--- src/ssc_regs.svh ---
// Purpose: offsets, field positions and timing counts for the synth control
// Assumes: 125 MHz hclk, 32-bit AHB-Lite register window
// Notes: serial word is address in the top four bits, data below
`ifndef SSC_REGS_SVH
`define SSC_REGS_SVH
`define SSC_WORD_BITS       22
`define SSC_DATA_BITS       18
`define SSC_ADDR_BITS       4
`define SSC_NUM_REGS        16
`define SSC_ADDR_MAIN_CFG   4'h0
`define SSC_ADDR_PD_GAIN    4'h1
`define SSC_ADDR_POWER      4'h2
`define SSC_ADDR_N_HIGH     4'h3
`define SSC_ADDR_N_LOW      4'h4
`define SSC_ADDR_N_IF       4'h5
`define SSC_ADDR_R_HIGH     4'h6
`define SSC_ADDR_R_LOW      4'h7
`define SSC_ADDR_R_IF       4'h8
`define SSC_BIT_REF_HALVE   6
`define SSC_BIT_IFDIV_LO    10
`define SSC_BIT_RF_POWER    0
`define SSC_BIT_IF_POWER    1
// ahb byte offsets; serial register k sits at 4*k
`define SSC_OFF_STATUS      12'h040
`define SSC_OFF_CONTROL     12'h044
`define SSC_OFF_TUNE_COUNT  12'h048
`define SSC_PDN_NS          100
`define SSC_PDN_CYC         ((`SSC_PDN_NS * 125) / 1000)
`define SSC_PUP_US          100
`define SSC_PUP_CYC         (`SSC_PUP_US * 125)
`define SSC_PUP_PERIODS     50
`define SSC_TUNE_PERIODS    13
`endif

--- src/ssc_pkg.sv ---
// Purpose: shared types of the synth control block
// Assumes: constants come from ssc_regs.svh
// Notes: none
package ssc_pkg;
   typedef struct packed
   {
      logic [3:0]  addr;
      logic [17:0] data;
   } ssc_word_type;
   typedef enum logic [2:0]
   {
      SSC_OFF    = 3'b001,
      SSC_TUNE   = 3'b010,
      SSC_READY  = 3'b100
   } ssc_state_type;
endpackage

--- src/ssc_regfile.sv ---
// Purpose: sixteen 18-bit control words written from the serial link
// Assumes: one write port, one read port, registered read data
// Notes: reset clears every word
`timescale 1ns/10ps
module ssc_regfile
#(
   parameter int WIDTH = 18,
   parameter int DEPTH = 16
)
(
   input  wire logic                     hclk,
   input  wire logic                     hresetn,
   input  wire logic                     wr_en,
   input  wire logic [$clog2(DEPTH)-1:0] wr_addr,
   input  wire logic [WIDTH-1:0]         wr_data,
   input  wire logic [$clog2(DEPTH)-1:0] rd_addr,
   output logic      [WIDTH-1:0]         rd_data
);
   logic [WIDTH-1:0] mem [DEPTH];

   initial
   begin
      if (DEPTH < 2 || WIDTH < 1)
      begin
         $error("ssc_regfile: bad size");
      end
   end

   // write port
   always_ff @(posedge hclk or negedge hresetn)
   begin
      if (!hresetn)
      begin
         for (int i = 0; i < DEPTH; i++)
         begin
            mem[i] <= '0;
         end
      end
      else if (wr_en)
      begin
         mem[wr_addr] <= wr_data;
      end
   end

   // registered read port
   always_ff @(posedge hclk or negedge hresetn)
   begin
      if (!hresetn)
      begin
         rd_data <= '0;
      end
      else
      begin
         rd_data <= mem[rd_addr];
      end
   end
endmodule

--- src/ssc_top.sv ---
// Purpose: serial control front end of a three-loop frequency synthesizer
// Assumes: hclk 125 MHz; shift clock, data, strobe and powerdown are async
// Notes: loop analog parts are outside; this drives their enables
// What this block does
// - a transfer is one 22-bit word of 4 address bits and 18 data bits.
// - with the strobe low, data is shifted in on each shift clock rise.
// - the strobe rising edge copies data into the addressed register.
// - with the strobe high, shift clock and data are ignored.
// - extra leading bits are allowed and do not disturb the word.
// - only one RF loop is active, the one whose divider was last written.
// - self-tuning starts on loop powerup and on a frequency change; a loop powered up while another is on gets no tune.
// - powerup is a pin rise or a write of 1 to both power bits.
// - powerdown is a pin fall or a write of 0 to both, off within 100 ns.
// - after powerup, ready within 100 us or 50 update periods.
// - RF loops halve the VCO before feedback division, IF does not.
// - the IF output divider divides by 1, 2, 4 or 8.
// - reference halving bit D6 of register 0 halves the reference input.
// - N dividers of high, low and IF loops live at addresses 3, 4, 5.
// - R dividers of high, low and IF loops live at addresses 6, 7, 8.
//
// Added by the designer: the register addresses and the AHB-Lite interface to the registers.
`timescale 1ns/10ps
`include "ssc_regs.svh"
module ssc_top
#(
   parameter int PUP_CYC = `SSC_PUP_CYC
)
(
   input  wire logic        hclk,
   input  wire logic        hresetn,
   input  wire logic        hsel,
   input  wire logic [11:0] haddr,
   input  wire logic [1:0]  htrans,
   input  wire logic        hwrite,
   input  wire logic [2:0]  hsize,
   input  wire logic [31:0] hwdata,
   input  wire logic        hready,
   output logic      [31:0] hrdata,
   output logic             hreadyout,
   output logic             hresp,
   input  wire logic        shift_clk,
   input  wire logic        serial_in_line,
   input  wire logic        load_strobe_n,
   input  wire logic        powerdown_pin,
   output logic             rf_high_band_pll,
   output logic             rf_low_band_pll,
   output logic             if_pll_enable,
   output logic             rf_vco_halve,
   output logic             ref_input_halve,
   output logic [3:0]       if_out_divide,
   output logic             tune_start,
   output logic             synth_ready
);
   localparam int PDN_CYC = (`SSC_PDN_CYC < 1) ? 1 : `SSC_PDN_CYC;

   initial
   begin
      if (PUP_CYC < 2)
      begin
         $error("ssc_top: PUP_CYC too small");
      end
   end

   // two-flop synchronisers for the async pins
   logic [3:0] sync1;
   logic [3:0] sync2;
   logic       sclk_d;
   logic       sen_d;
   logic       pin_d;
   always_ff @(posedge hclk or negedge hresetn)
   begin
      if (!hresetn)
      begin
         sync1  <= 4'hE;
         sync2  <= 4'hE;
         sclk_d <= 1'b0;
         sen_d  <= 1'b1;
         pin_d  <= 1'b1;
      end
      else
      begin
         sync1  <= {powerdown_pin, load_strobe_n, serial_in_line, shift_clk};
         sync2  <= sync1;
         sclk_d <= sync2[0];
         sen_d  <= sync2[2];
         pin_d  <= sync2[3];
      end
   end

   logic sclk_rise;
   logic sen_rise;
   logic pin_rise;
   logic pin_fall;
   assign sclk_rise = sync2[0] & ~sclk_d & ~sync2[2];
   assign sen_rise  = sync2[2] & ~sen_d;
   assign pin_rise  = sync2[3] & ~pin_d;
   assign pin_fall  = ~sync2[3] & pin_d;

   // shift register keeps the newest 22 bits; older lead bits fall off
   logic [`SSC_WORD_BITS-1:0] shreg;
   always_ff @(posedge hclk or negedge hresetn)
   begin
      if (!hresetn)
      begin
         shreg <= '0;
      end
      else if (sclk_rise)
      begin
         shreg <= {shreg[`SSC_WORD_BITS-2:0], sync2[1]};
      end
   end

   ssc_pkg::ssc_word_type word;
   assign word = ssc_pkg::ssc_word_type'(shreg);

   // register file write on strobe rise
   logic [17:0] rf_rd;
   logic [3:0]  rf_rd_addr;
   ssc_regfile #(.WIDTH(`SSC_DATA_BITS), .DEPTH(`SSC_NUM_REGS)) u_regs
   (
      .hclk    (hclk),
      .hresetn (hresetn),
      .wr_en   (sen_rise),
      .wr_addr (word.addr),
      .wr_data (word.data),
      .rd_addr (rf_rd_addr),
      .rd_data (rf_rd)
   );

   // control bits that steer loop outputs are kept locally too
   logic [17:0] main_cfg;
   logic        sel_high;
   logic        if_on;
   logic        rf_on;
   logic        freq_change;
   logic        sw_pup;
   logic        sw_pdn;
   assign sw_pup = sen_rise && word.addr == `SSC_ADDR_POWER
                   && word.data[`SSC_BIT_RF_POWER]
                   && word.data[`SSC_BIT_IF_POWER];
   assign sw_pdn = sen_rise && word.addr == `SSC_ADDR_POWER
                   && !word.data[`SSC_BIT_RF_POWER]
                   && !word.data[`SSC_BIT_IF_POWER];
   assign freq_change = sen_rise && word.addr >= `SSC_ADDR_N_HIGH
                        && word.addr <= `SSC_ADDR_R_IF;

   // rf loop selection by last divider write
   always_ff @(posedge hclk or negedge hresetn)
   begin
      if (!hresetn)
      begin
         sel_high <= 1'b1;
         main_cfg <= '0;
      end
      else if (sen_rise)
      begin
         if (word.addr == `SSC_ADDR_N_HIGH || word.addr == `SSC_ADDR_R_HIGH)
         begin
            sel_high <= 1'b1;
         end
         else if (word.addr == `SSC_ADDR_N_LOW
                  || word.addr == `SSC_ADDR_R_LOW)
         begin
            sel_high <= 1'b0;
         end
         else if (word.addr == `SSC_ADDR_MAIN_CFG)
         begin
            main_cfg <= word.data;
         end
      end
   end

   // power bits; pin fall or write of 0 to both wins, then pin rise or write of 1 to both, then separate bit writes
   always_ff @(posedge hclk or negedge hresetn)
   begin
      if (!hresetn)
      begin
         if_on <= 1'b0;
         rf_on <= 1'b0;
      end
      else if (pin_fall || sw_pdn)
      begin
         if_on <= 1'b0;
         rf_on <= 1'b0;
      end
      else if (pin_rise || sw_pup)
      begin
         if_on <= 1'b1;
         rf_on <= 1'b1;
      end
      else if (sen_rise && word.addr == `SSC_ADDR_POWER)
      begin
         if_on <= word.data[`SSC_BIT_IF_POWER];
         rf_on <= word.data[`SSC_BIT_RF_POWER];
      end
   end

   // loop enables follow power state and pin directly, inside 100 ns
   logic pin_ok;
   assign pin_ok           = sync2[3];
   assign rf_high_band_pll = rf_on & pin_ok & sel_high;
   assign rf_low_band_pll  = rf_on & pin_ok & ~sel_high;
   assign if_pll_enable    = if_on & pin_ok;
   assign rf_vco_halve     = 1'b1;
   assign ref_input_halve  = main_cfg[`SSC_BIT_REF_HALVE];

   // if output divider: two-bit code to one of 1,2,4,8
   function automatic logic [3:0] ssc_div_decode(input logic [1:0] code);
      ssc_div_decode = 4'h1 << code;
   endfunction
   assign if_out_divide =
      ssc_div_decode(main_cfg[`SSC_BIT_IFDIV_LO +: 2]);

   // tuning and settle sequencer
   ssc_pkg::ssc_state_type state;
   logic [31:0]            settle_cnt;
   logic                   any_on;
   logic                   was_on;
   assign any_on = (if_on | rf_on) & pin_ok;
   always_ff @(posedge hclk or negedge hresetn)
   begin
      if (!hresetn)
      begin
         state      <= ssc_pkg::SSC_OFF;
         settle_cnt <= '0;
         was_on     <= 1'b0;
         tune_start <= 1'b0;
      end
      else
      begin
         was_on     <= any_on;
         tune_start <= 1'b0;
         if (!any_on)
         begin
            state <= ssc_pkg::SSC_OFF;
         end
         else if ((any_on && !was_on) || freq_change)
         begin
            state      <= ssc_pkg::SSC_TUNE;
            settle_cnt <= 32'(PUP_CYC - 1);
            tune_start <= 1'b1;
         end
         else
         begin
            case (state)
               ssc_pkg::SSC_TUNE:
               begin
                  if (settle_cnt == '0)
                  begin
                     state <= ssc_pkg::SSC_READY;
                  end
                  else
                  begin
                     settle_cnt <= settle_cnt - 32'd1;
                  end
               end
               default:
               begin
               end
            endcase
         end
      end
   end
   assign synth_ready = (state == ssc_pkg::SSC_READY);

   // ahb-lite slave: one wait-free data phase, registered read
   logic        rd_pend;
   logic [11:0] rd_addr_q;
   logic        take;
   assign take       = hsel & hready & htrans[1];
   assign rf_rd_addr = haddr[5:2];
   assign hreadyout  = 1'b1;
   assign hresp      = 1'b0;
   always_ff @(posedge hclk or negedge hresetn)
   begin
      if (!hresetn)
      begin
         rd_pend   <= 1'b0;
         rd_addr_q <= '0;
      end
      else
      begin
         rd_pend   <= take & ~hwrite;
         rd_addr_q <= haddr;
      end
   end

   // read data mux
   always_comb
   begin
      hrdata = 32'h0000_0000;
      if (!rd_pend)
      begin
         hrdata = 32'h0000_0000;
      end
      else if (rd_addr_q[11:6] == 6'h00)
      begin
         hrdata = {14'h0000, rf_rd};
      end
      else if (rd_addr_q == `SSC_OFF_STATUS)
      begin
         hrdata = {26'h0000000, state, synth_ready, sel_high, if_on};
      end
      else if (rd_addr_q == `SSC_OFF_CONTROL)
      begin
         hrdata = {30'h00000000, rf_on, if_on};
      end
      else if (rd_addr_q == `SSC_OFF_TUNE_COUNT)
      begin
         hrdata = settle_cnt;
      end
   end

   // assertions
   a_strobe_loads: assert property (
      @(posedge hclk) disable iff (!hresetn)
      sen_rise && word.addr == `SSC_ADDR_N_LOW |=> !sel_high)
      else $error("low band write did not select low loop");
   a_strobe_high: assert property (
      @(posedge hclk) disable iff (!hresetn)
      sen_rise && word.addr == `SSC_ADDR_R_HIGH |=> sel_high)
      else $error("high band write did not select high loop");
   a_one_rf: assert property (
      @(posedge hclk) disable iff (!hresetn)
      !(rf_high_band_pll && rf_low_band_pll))
      else $error("both rf loops active");
   a_pdn_fast: assert property (
      @(posedge hclk) disable iff (!hresetn)
      sw_pdn |-> ##[1:PDN_CYC] !if_pll_enable)
      else $error("powerdown too slow");
   a_pin_pdn: assert property (
      @(posedge hclk) disable iff (!hresetn)
      pin_fall |-> ##[1:PDN_CYC] !if_pll_enable)
      else $error("pin powerdown too slow");
   a_pup_tune: assert property (
      @(posedge hclk) disable iff (!hresetn)
      sw_pup && !any_on && pin_ok |-> ##2 tune_start)
      else $error("powerup did not start tuning");
   a_freq_tune: assert property (
      @(posedge hclk) disable iff (!hresetn)
      freq_change && any_on && was_on |=> tune_start)
      else $error("frequency change did not retune");
   a_hold_high: assert property (
      @(posedge hclk) disable iff (!hresetn)
      sync2[2] |=> $stable(shreg))
      else $error("shift while strobe high");
   a_shift_in: assert property (
      @(posedge hclk) disable iff (!hresetn)
      sclk_rise |=> shreg[0] == $past(sync2[1]))
      else $error("bit not shifted");
   a_halve_bit: assert property (
      @(posedge hclk) disable iff (!hresetn)
      sen_rise && word.addr == `SSC_ADDR_MAIN_CFG
      |=> ref_input_halve == $past(word.data[`SSC_BIT_REF_HALVE]))
      else $error("reference halving not applied");
endmodule

--- config.mk ---
export PLATFORM = sky130hd
export DESIGN_NAME = ssc_top
export DESIGN_NICKNAME = d
export VERILOG_FILES = /design/src/ssc_pkg.sv /design/src/ssc_regfile.sv /design/src/ssc_top.sv
export VERILOG_INCLUDE_DIRS = /design/src
export SDC_FILE = /design/constraint.sdc
export NUM_CORES = 1
export LEC_CHECK = 0
export ABC_AREA = 1
export BUFFER_PORTS_ARGS = -buffer_cell sky130_fd_sc_hd__buf_2
export CAP_MARGIN = 20
export CORE_ASPECT_RATIO = 1.4
export CORE_MARGIN = 2
export CORE_UTILIZATION = 53
export DETAILED_ROUTE_END_ITERATION = 7
export PLACE_DENSITY = 0.69
export SETUP_SLACK_MARGIN = 0.5
export SLEW_MARGIN = 30
export SYNTH_ARGS = -nofsm -noshare
export SYNTH_HDL_FRONTEND = slang
export SYNTH_SLANG_ARGS = --single-unit
--- constraint.sdc ---
create_clock -name hclk -period 3.3 [get_ports hclk]
set_input_delay 0.165 -clock hclk [delete_from_list [all_inputs] [get_ports hclk]]
set_output_delay 0.165 -clock hclk [all_outputs]
set_load 0.03 [all_outputs]
==> run metrics <==
first-pass iteration count of the detailed router=7; Worst Hold Depth=1; worst slew margin relative to its limit=0.3589; Synth Cell Area=18020 sq um; number of I/O pins=103; Die Height=222.2 um; post-placement setup slack=1.024 ns; worst endpoint required time=3.13 ns; Tcrit/Tclk final=0.7748; clock tree from TritonCTS=yes; static leakage power=0.009162 uW; post-synthesis sequential area ratio=0.5491; Achievable Freq=391.1 MHz; Setup Crit Path Kind=reg2out; crit path from=rd_addr_q[11]; Post-DP Area=18630 sq um; die outline area=35520 sq um; shortest clock period the worst path allows after layout=2.557 ns; post-route DRC violation count=0; # rows=79; Initial Util=0.5395; growth of design area from synthesis to finish=11.70%; slowest library cell on the worst path=sky130_fd_sc_hd__dfrtp_1; number of port buffers=63; worst-path maximum fanout=15; TritonCTS buffer count=40; nature of the critical path endpoint=output pin; max cap viols=0; antenna-violating nets left=0; cell count after synthesis=2136; max-slew violation count=0; Clock Latency Late Sink=0.55 ns; first-pass GRT wire length=79000 um; fraction of layout instances using a drive strength above 1=0.1124; clock slew at the register clock pins of the worst setup and hold paths=0.06 ns; flop and latch count out of synthesis=395; HPWL after detailed placement=28570 um; final hold violation count=0; clock tree buffer depth=3; ratio of routed vias to standard cells=5.797; GRT overflow=0; Root Buffer Master=sky130_fd_sc_hd__clkbuf_16; unrepaired setup endpoints after global routing=false; core region area=33410 sq um; post-synthesis average cell area=8.438 sq um; Critical Path, Cell by Cell=nor2_1, nand2_1, nor2_1, nand2_2, inv_4, nand2_2, nor3_1, buf_2; FF-to-FF path depth=10; Clock Skew=0.01580 ns; HP Start=haddr[3]; routed wire length=49130 um; overall via count from detail_route=15210; count of warnings emitted by yosys=0; power density normalized to cell area=616.6 nW/um^2; net total in the final layout=2206; H-Tree Level Count=2; vias in the first global route=14600; Diodes inserted=0; initial antenna violation count=1; Horiz. Die Dim=159.9 um; Critical Path Max Stage Delay=0.36 ns; overall routing resource usage=0.2806; count of distinct cell types in the synthesized netlist=42; total negative slack for setup checks=0 ns; number of setup violations in the final report=0; Non-Filler Cell Area, Final=20130 sq um; maximum number of pins on one net before global-route repair=144; global placement routability congestion=0.9129; Setup WS post-layout=0.7430 ns; Num Clock Sinks=395; detailed router's first-iteration violation count=1478; post-DR wirelength/cell=18.72 um; Worst EP arrival=2.39 ns; Slew @ Worst Pin=0.9617 ns; total setup buffers inserted after CTS=0; worst voltage drop across the vdd grid=0.4279 mV; startpoint types=flip-flop; result of the run=finished, final reports clean; beginning of the worst register-to-register path=settle_cnt[1]; Worst Hold Class=in2reg
## through the flow
stage | std cells | hold WS [ns] | total power, uW | utilization
2_1_floorplan | 2137 | -0.1306 | 7169 | -
3_3_place_gp | 2535 | 0.2460 | 7791 | 0.5574
3_5_place_dp | 2535 | 0.2502 | 7835 | 0.5575
4_1_cts | 2624 | 0.01606 | 12460 | 0.6023
5_1_grt | 2624 | 0.04472 | 13050 | 0.6026
6_report | 2624 | 0.03588 | 12410 | 0.6026
## worst max-delay path, delay by kind of cell (launching register included)
kind,cells,cell delay (ns)
and+or+nand+nor,6,1.04
buffers and inverters,2,0.43
DFF,1,0.36
## registers in the layout, summed over array words and instances (netlist names)
register	flops
sync2	4
rd_addr_q	12
sclk_d	1
was_on	1
u_regs.rd_data	18
settle_cnt	32
if_on	1
pin_d	1
sel_high	1
state	3
shreg	22
rd_pend	1
tune_start	1
main_cfg	3
rf_on	1
sen_d	1
sync1	4
u_regs.mem	288
## report_power, final
| group | internal (uW) | total (uW) | switching (uW) |
|---|---|---|---|
| Combinational | 676 | 2290 | 1620 |
| Clock | 2700 | 4620 | 1920 |
| Sequential | 5200 | 5500 | 308 |
| Total | 8570 | 12400 | 3850 |
## worst paths after layout
path	slack (ns)	endpoint
hold reg to reg	0.36	sync2[1]
setup / recovery	0.74	hrdata[21]
max in group asynchronous	2.22	u_regs.mem[124]
setup reg to reg	0.95	settle_cnt[28]
hold / removal	0.04	rd_addr_q[3]
min in group asynchronous	0.26	shreg[0]
## layout make-up
| class | count | area [sq um] |
|---|---|---|
| fill | 2949 | 13280 |
| sequential | 395 | 9897 |
| multi-input combinational | 1501 | 7148 |
| clock buffer | 59 | 1204 |
| timing repair buffer | 114 | 827.0 |
| tap | 445 | 556.8 |
| inverter | 95 | 361.6 |
| clock inverter | 15 | 138.9 |
## cell families after synthesis
| group | Yosys count | share of synthesized area |
|---|---|---|
| and+or+nand+nor | 872 | 0.1978 |
| AOI/OAI and AO/OA | 612 | 0.1906 |
| DFF | 395 | 0.5491 |
| buffers and inverters | 241 | 0.05505 |
| xor gates and xnor gates | 13 | 0.006317 |
| other | 2 | 0.0004167 |
| adders and majority gates | 1 | 0.0006941 |
## cells in the mapped netlist (all sizes together)
cell	n	share of area
xor2	9	0.0044
o211ai	20	0.0083
or3b	1	0.00049
nand2	521	0.11
o21bai	2	0.00083
conb	2	0.00042
nand4	10	0.0035
a21oi	19	0.0059
ha	1	0.00069
o21ai	495	0.14
dfrtp	385	0.53
nor2	261	0.059
dfstp	10	0.015
xnor2	4	0.0019
nand3	54	0.016
a31o	1	0.00049
a21boi	1	0.00042
clkbuf	118	0.025
or2	1	0.00035
buf	28	0.011
o22ai	19	0.0066
clkinv	2	0.00042
nand3b	1	0.00042
nor3	23	0.0067
o31ai	1	0.00042
o221ai	52	0.025
a31oi	2	0.00069
inv	93	0.019
## metal layers
| metal | up-vias | share of wire | global-route usage |
|---|---|---|---|
| met5 | - | 0 | 0 |
| met4 | 0 | 0.042 | 0.1232 |
| met3 | 126 | 0.067 | 0.03883 |
| met2 | 575 | 0.48 | 0.4693 |
| met1 | 7385 | 0.41 | 0.3669 |
| li1 | 7126 | - | - |
## cell usage in the layout, fill, tap and decap left out, types with 2 or more instances in the layout
cell and instances:
sky130_fd_sc_hd__nand2_1 501, sky130_fd_sc_hd__o21ai_0 441, sky130_fd_sc_hd__dfrtp_1 385, sky130_fd_sc_hd__nor2_1 250, sky130_fd_sc_hd__inv_1 82, sky130_fd_sc_hd__buf_2 61
sky130_fd_sc_hd__o221ai_1 52, sky130_fd_sc_hd__nand3_1 52, sky130_fd_sc_hd__clkbuf_16 41, sky130_fd_sc_hd__o21ai_1 34, sky130_fd_sc_hd__buf_4 30, sky130_fd_sc_hd__nor3_1 22
sky130_fd_sc_hd__o211ai_1 20, sky130_fd_sc_hd__o21ai_2 20, sky130_fd_sc_hd__o22ai_1 19, sky130_fd_sc_hd__a21oi_1 18, sky130_fd_sc_hd__nand2_2 16, sky130_fd_sc_hd__dlygate4sd3_1 15
sky130_fd_sc_hd__clkbuf_8 11, sky130_fd_sc_hd__nand4_1 10, sky130_fd_sc_hd__dfstp_2 10, sky130_fd_sc_hd__inv_2 9, sky130_fd_sc_hd__xor2_1 9, sky130_fd_sc_hd__clkinv_2 9
sky130_fd_sc_hd__clkbuf_1 7, sky130_fd_sc_hd__buf_12 6, sky130_fd_sc_hd__nor2_2 5, sky130_fd_sc_hd__nand2_4 4, sky130_fd_sc_hd__nor2_4 4, sky130_fd_sc_hd__xnor2_1 4
sky130_fd_sc_hd__conb_1 3, sky130_fd_sc_hd__inv_6 3, sky130_fd_sc_hd__inv_4 2, sky130_fd_sc_hd__clkinv_1 2, sky130_fd_sc_hd__nor2_8 2, sky130_fd_sc_hd__o21bai_1 2
sky130_fd_sc_hd__a31oi_1 2, sky130_fd_sc_hd__bufinv_16 2
## what timing repair did
item,CTS,global route
pin swaps,0,0
endpoints found under the hold margin,86,0
hold buffers,15,0
gates resized for setup,1,5
setup endpoints to repair,11,19
Power figures use the tool's default switching activity.
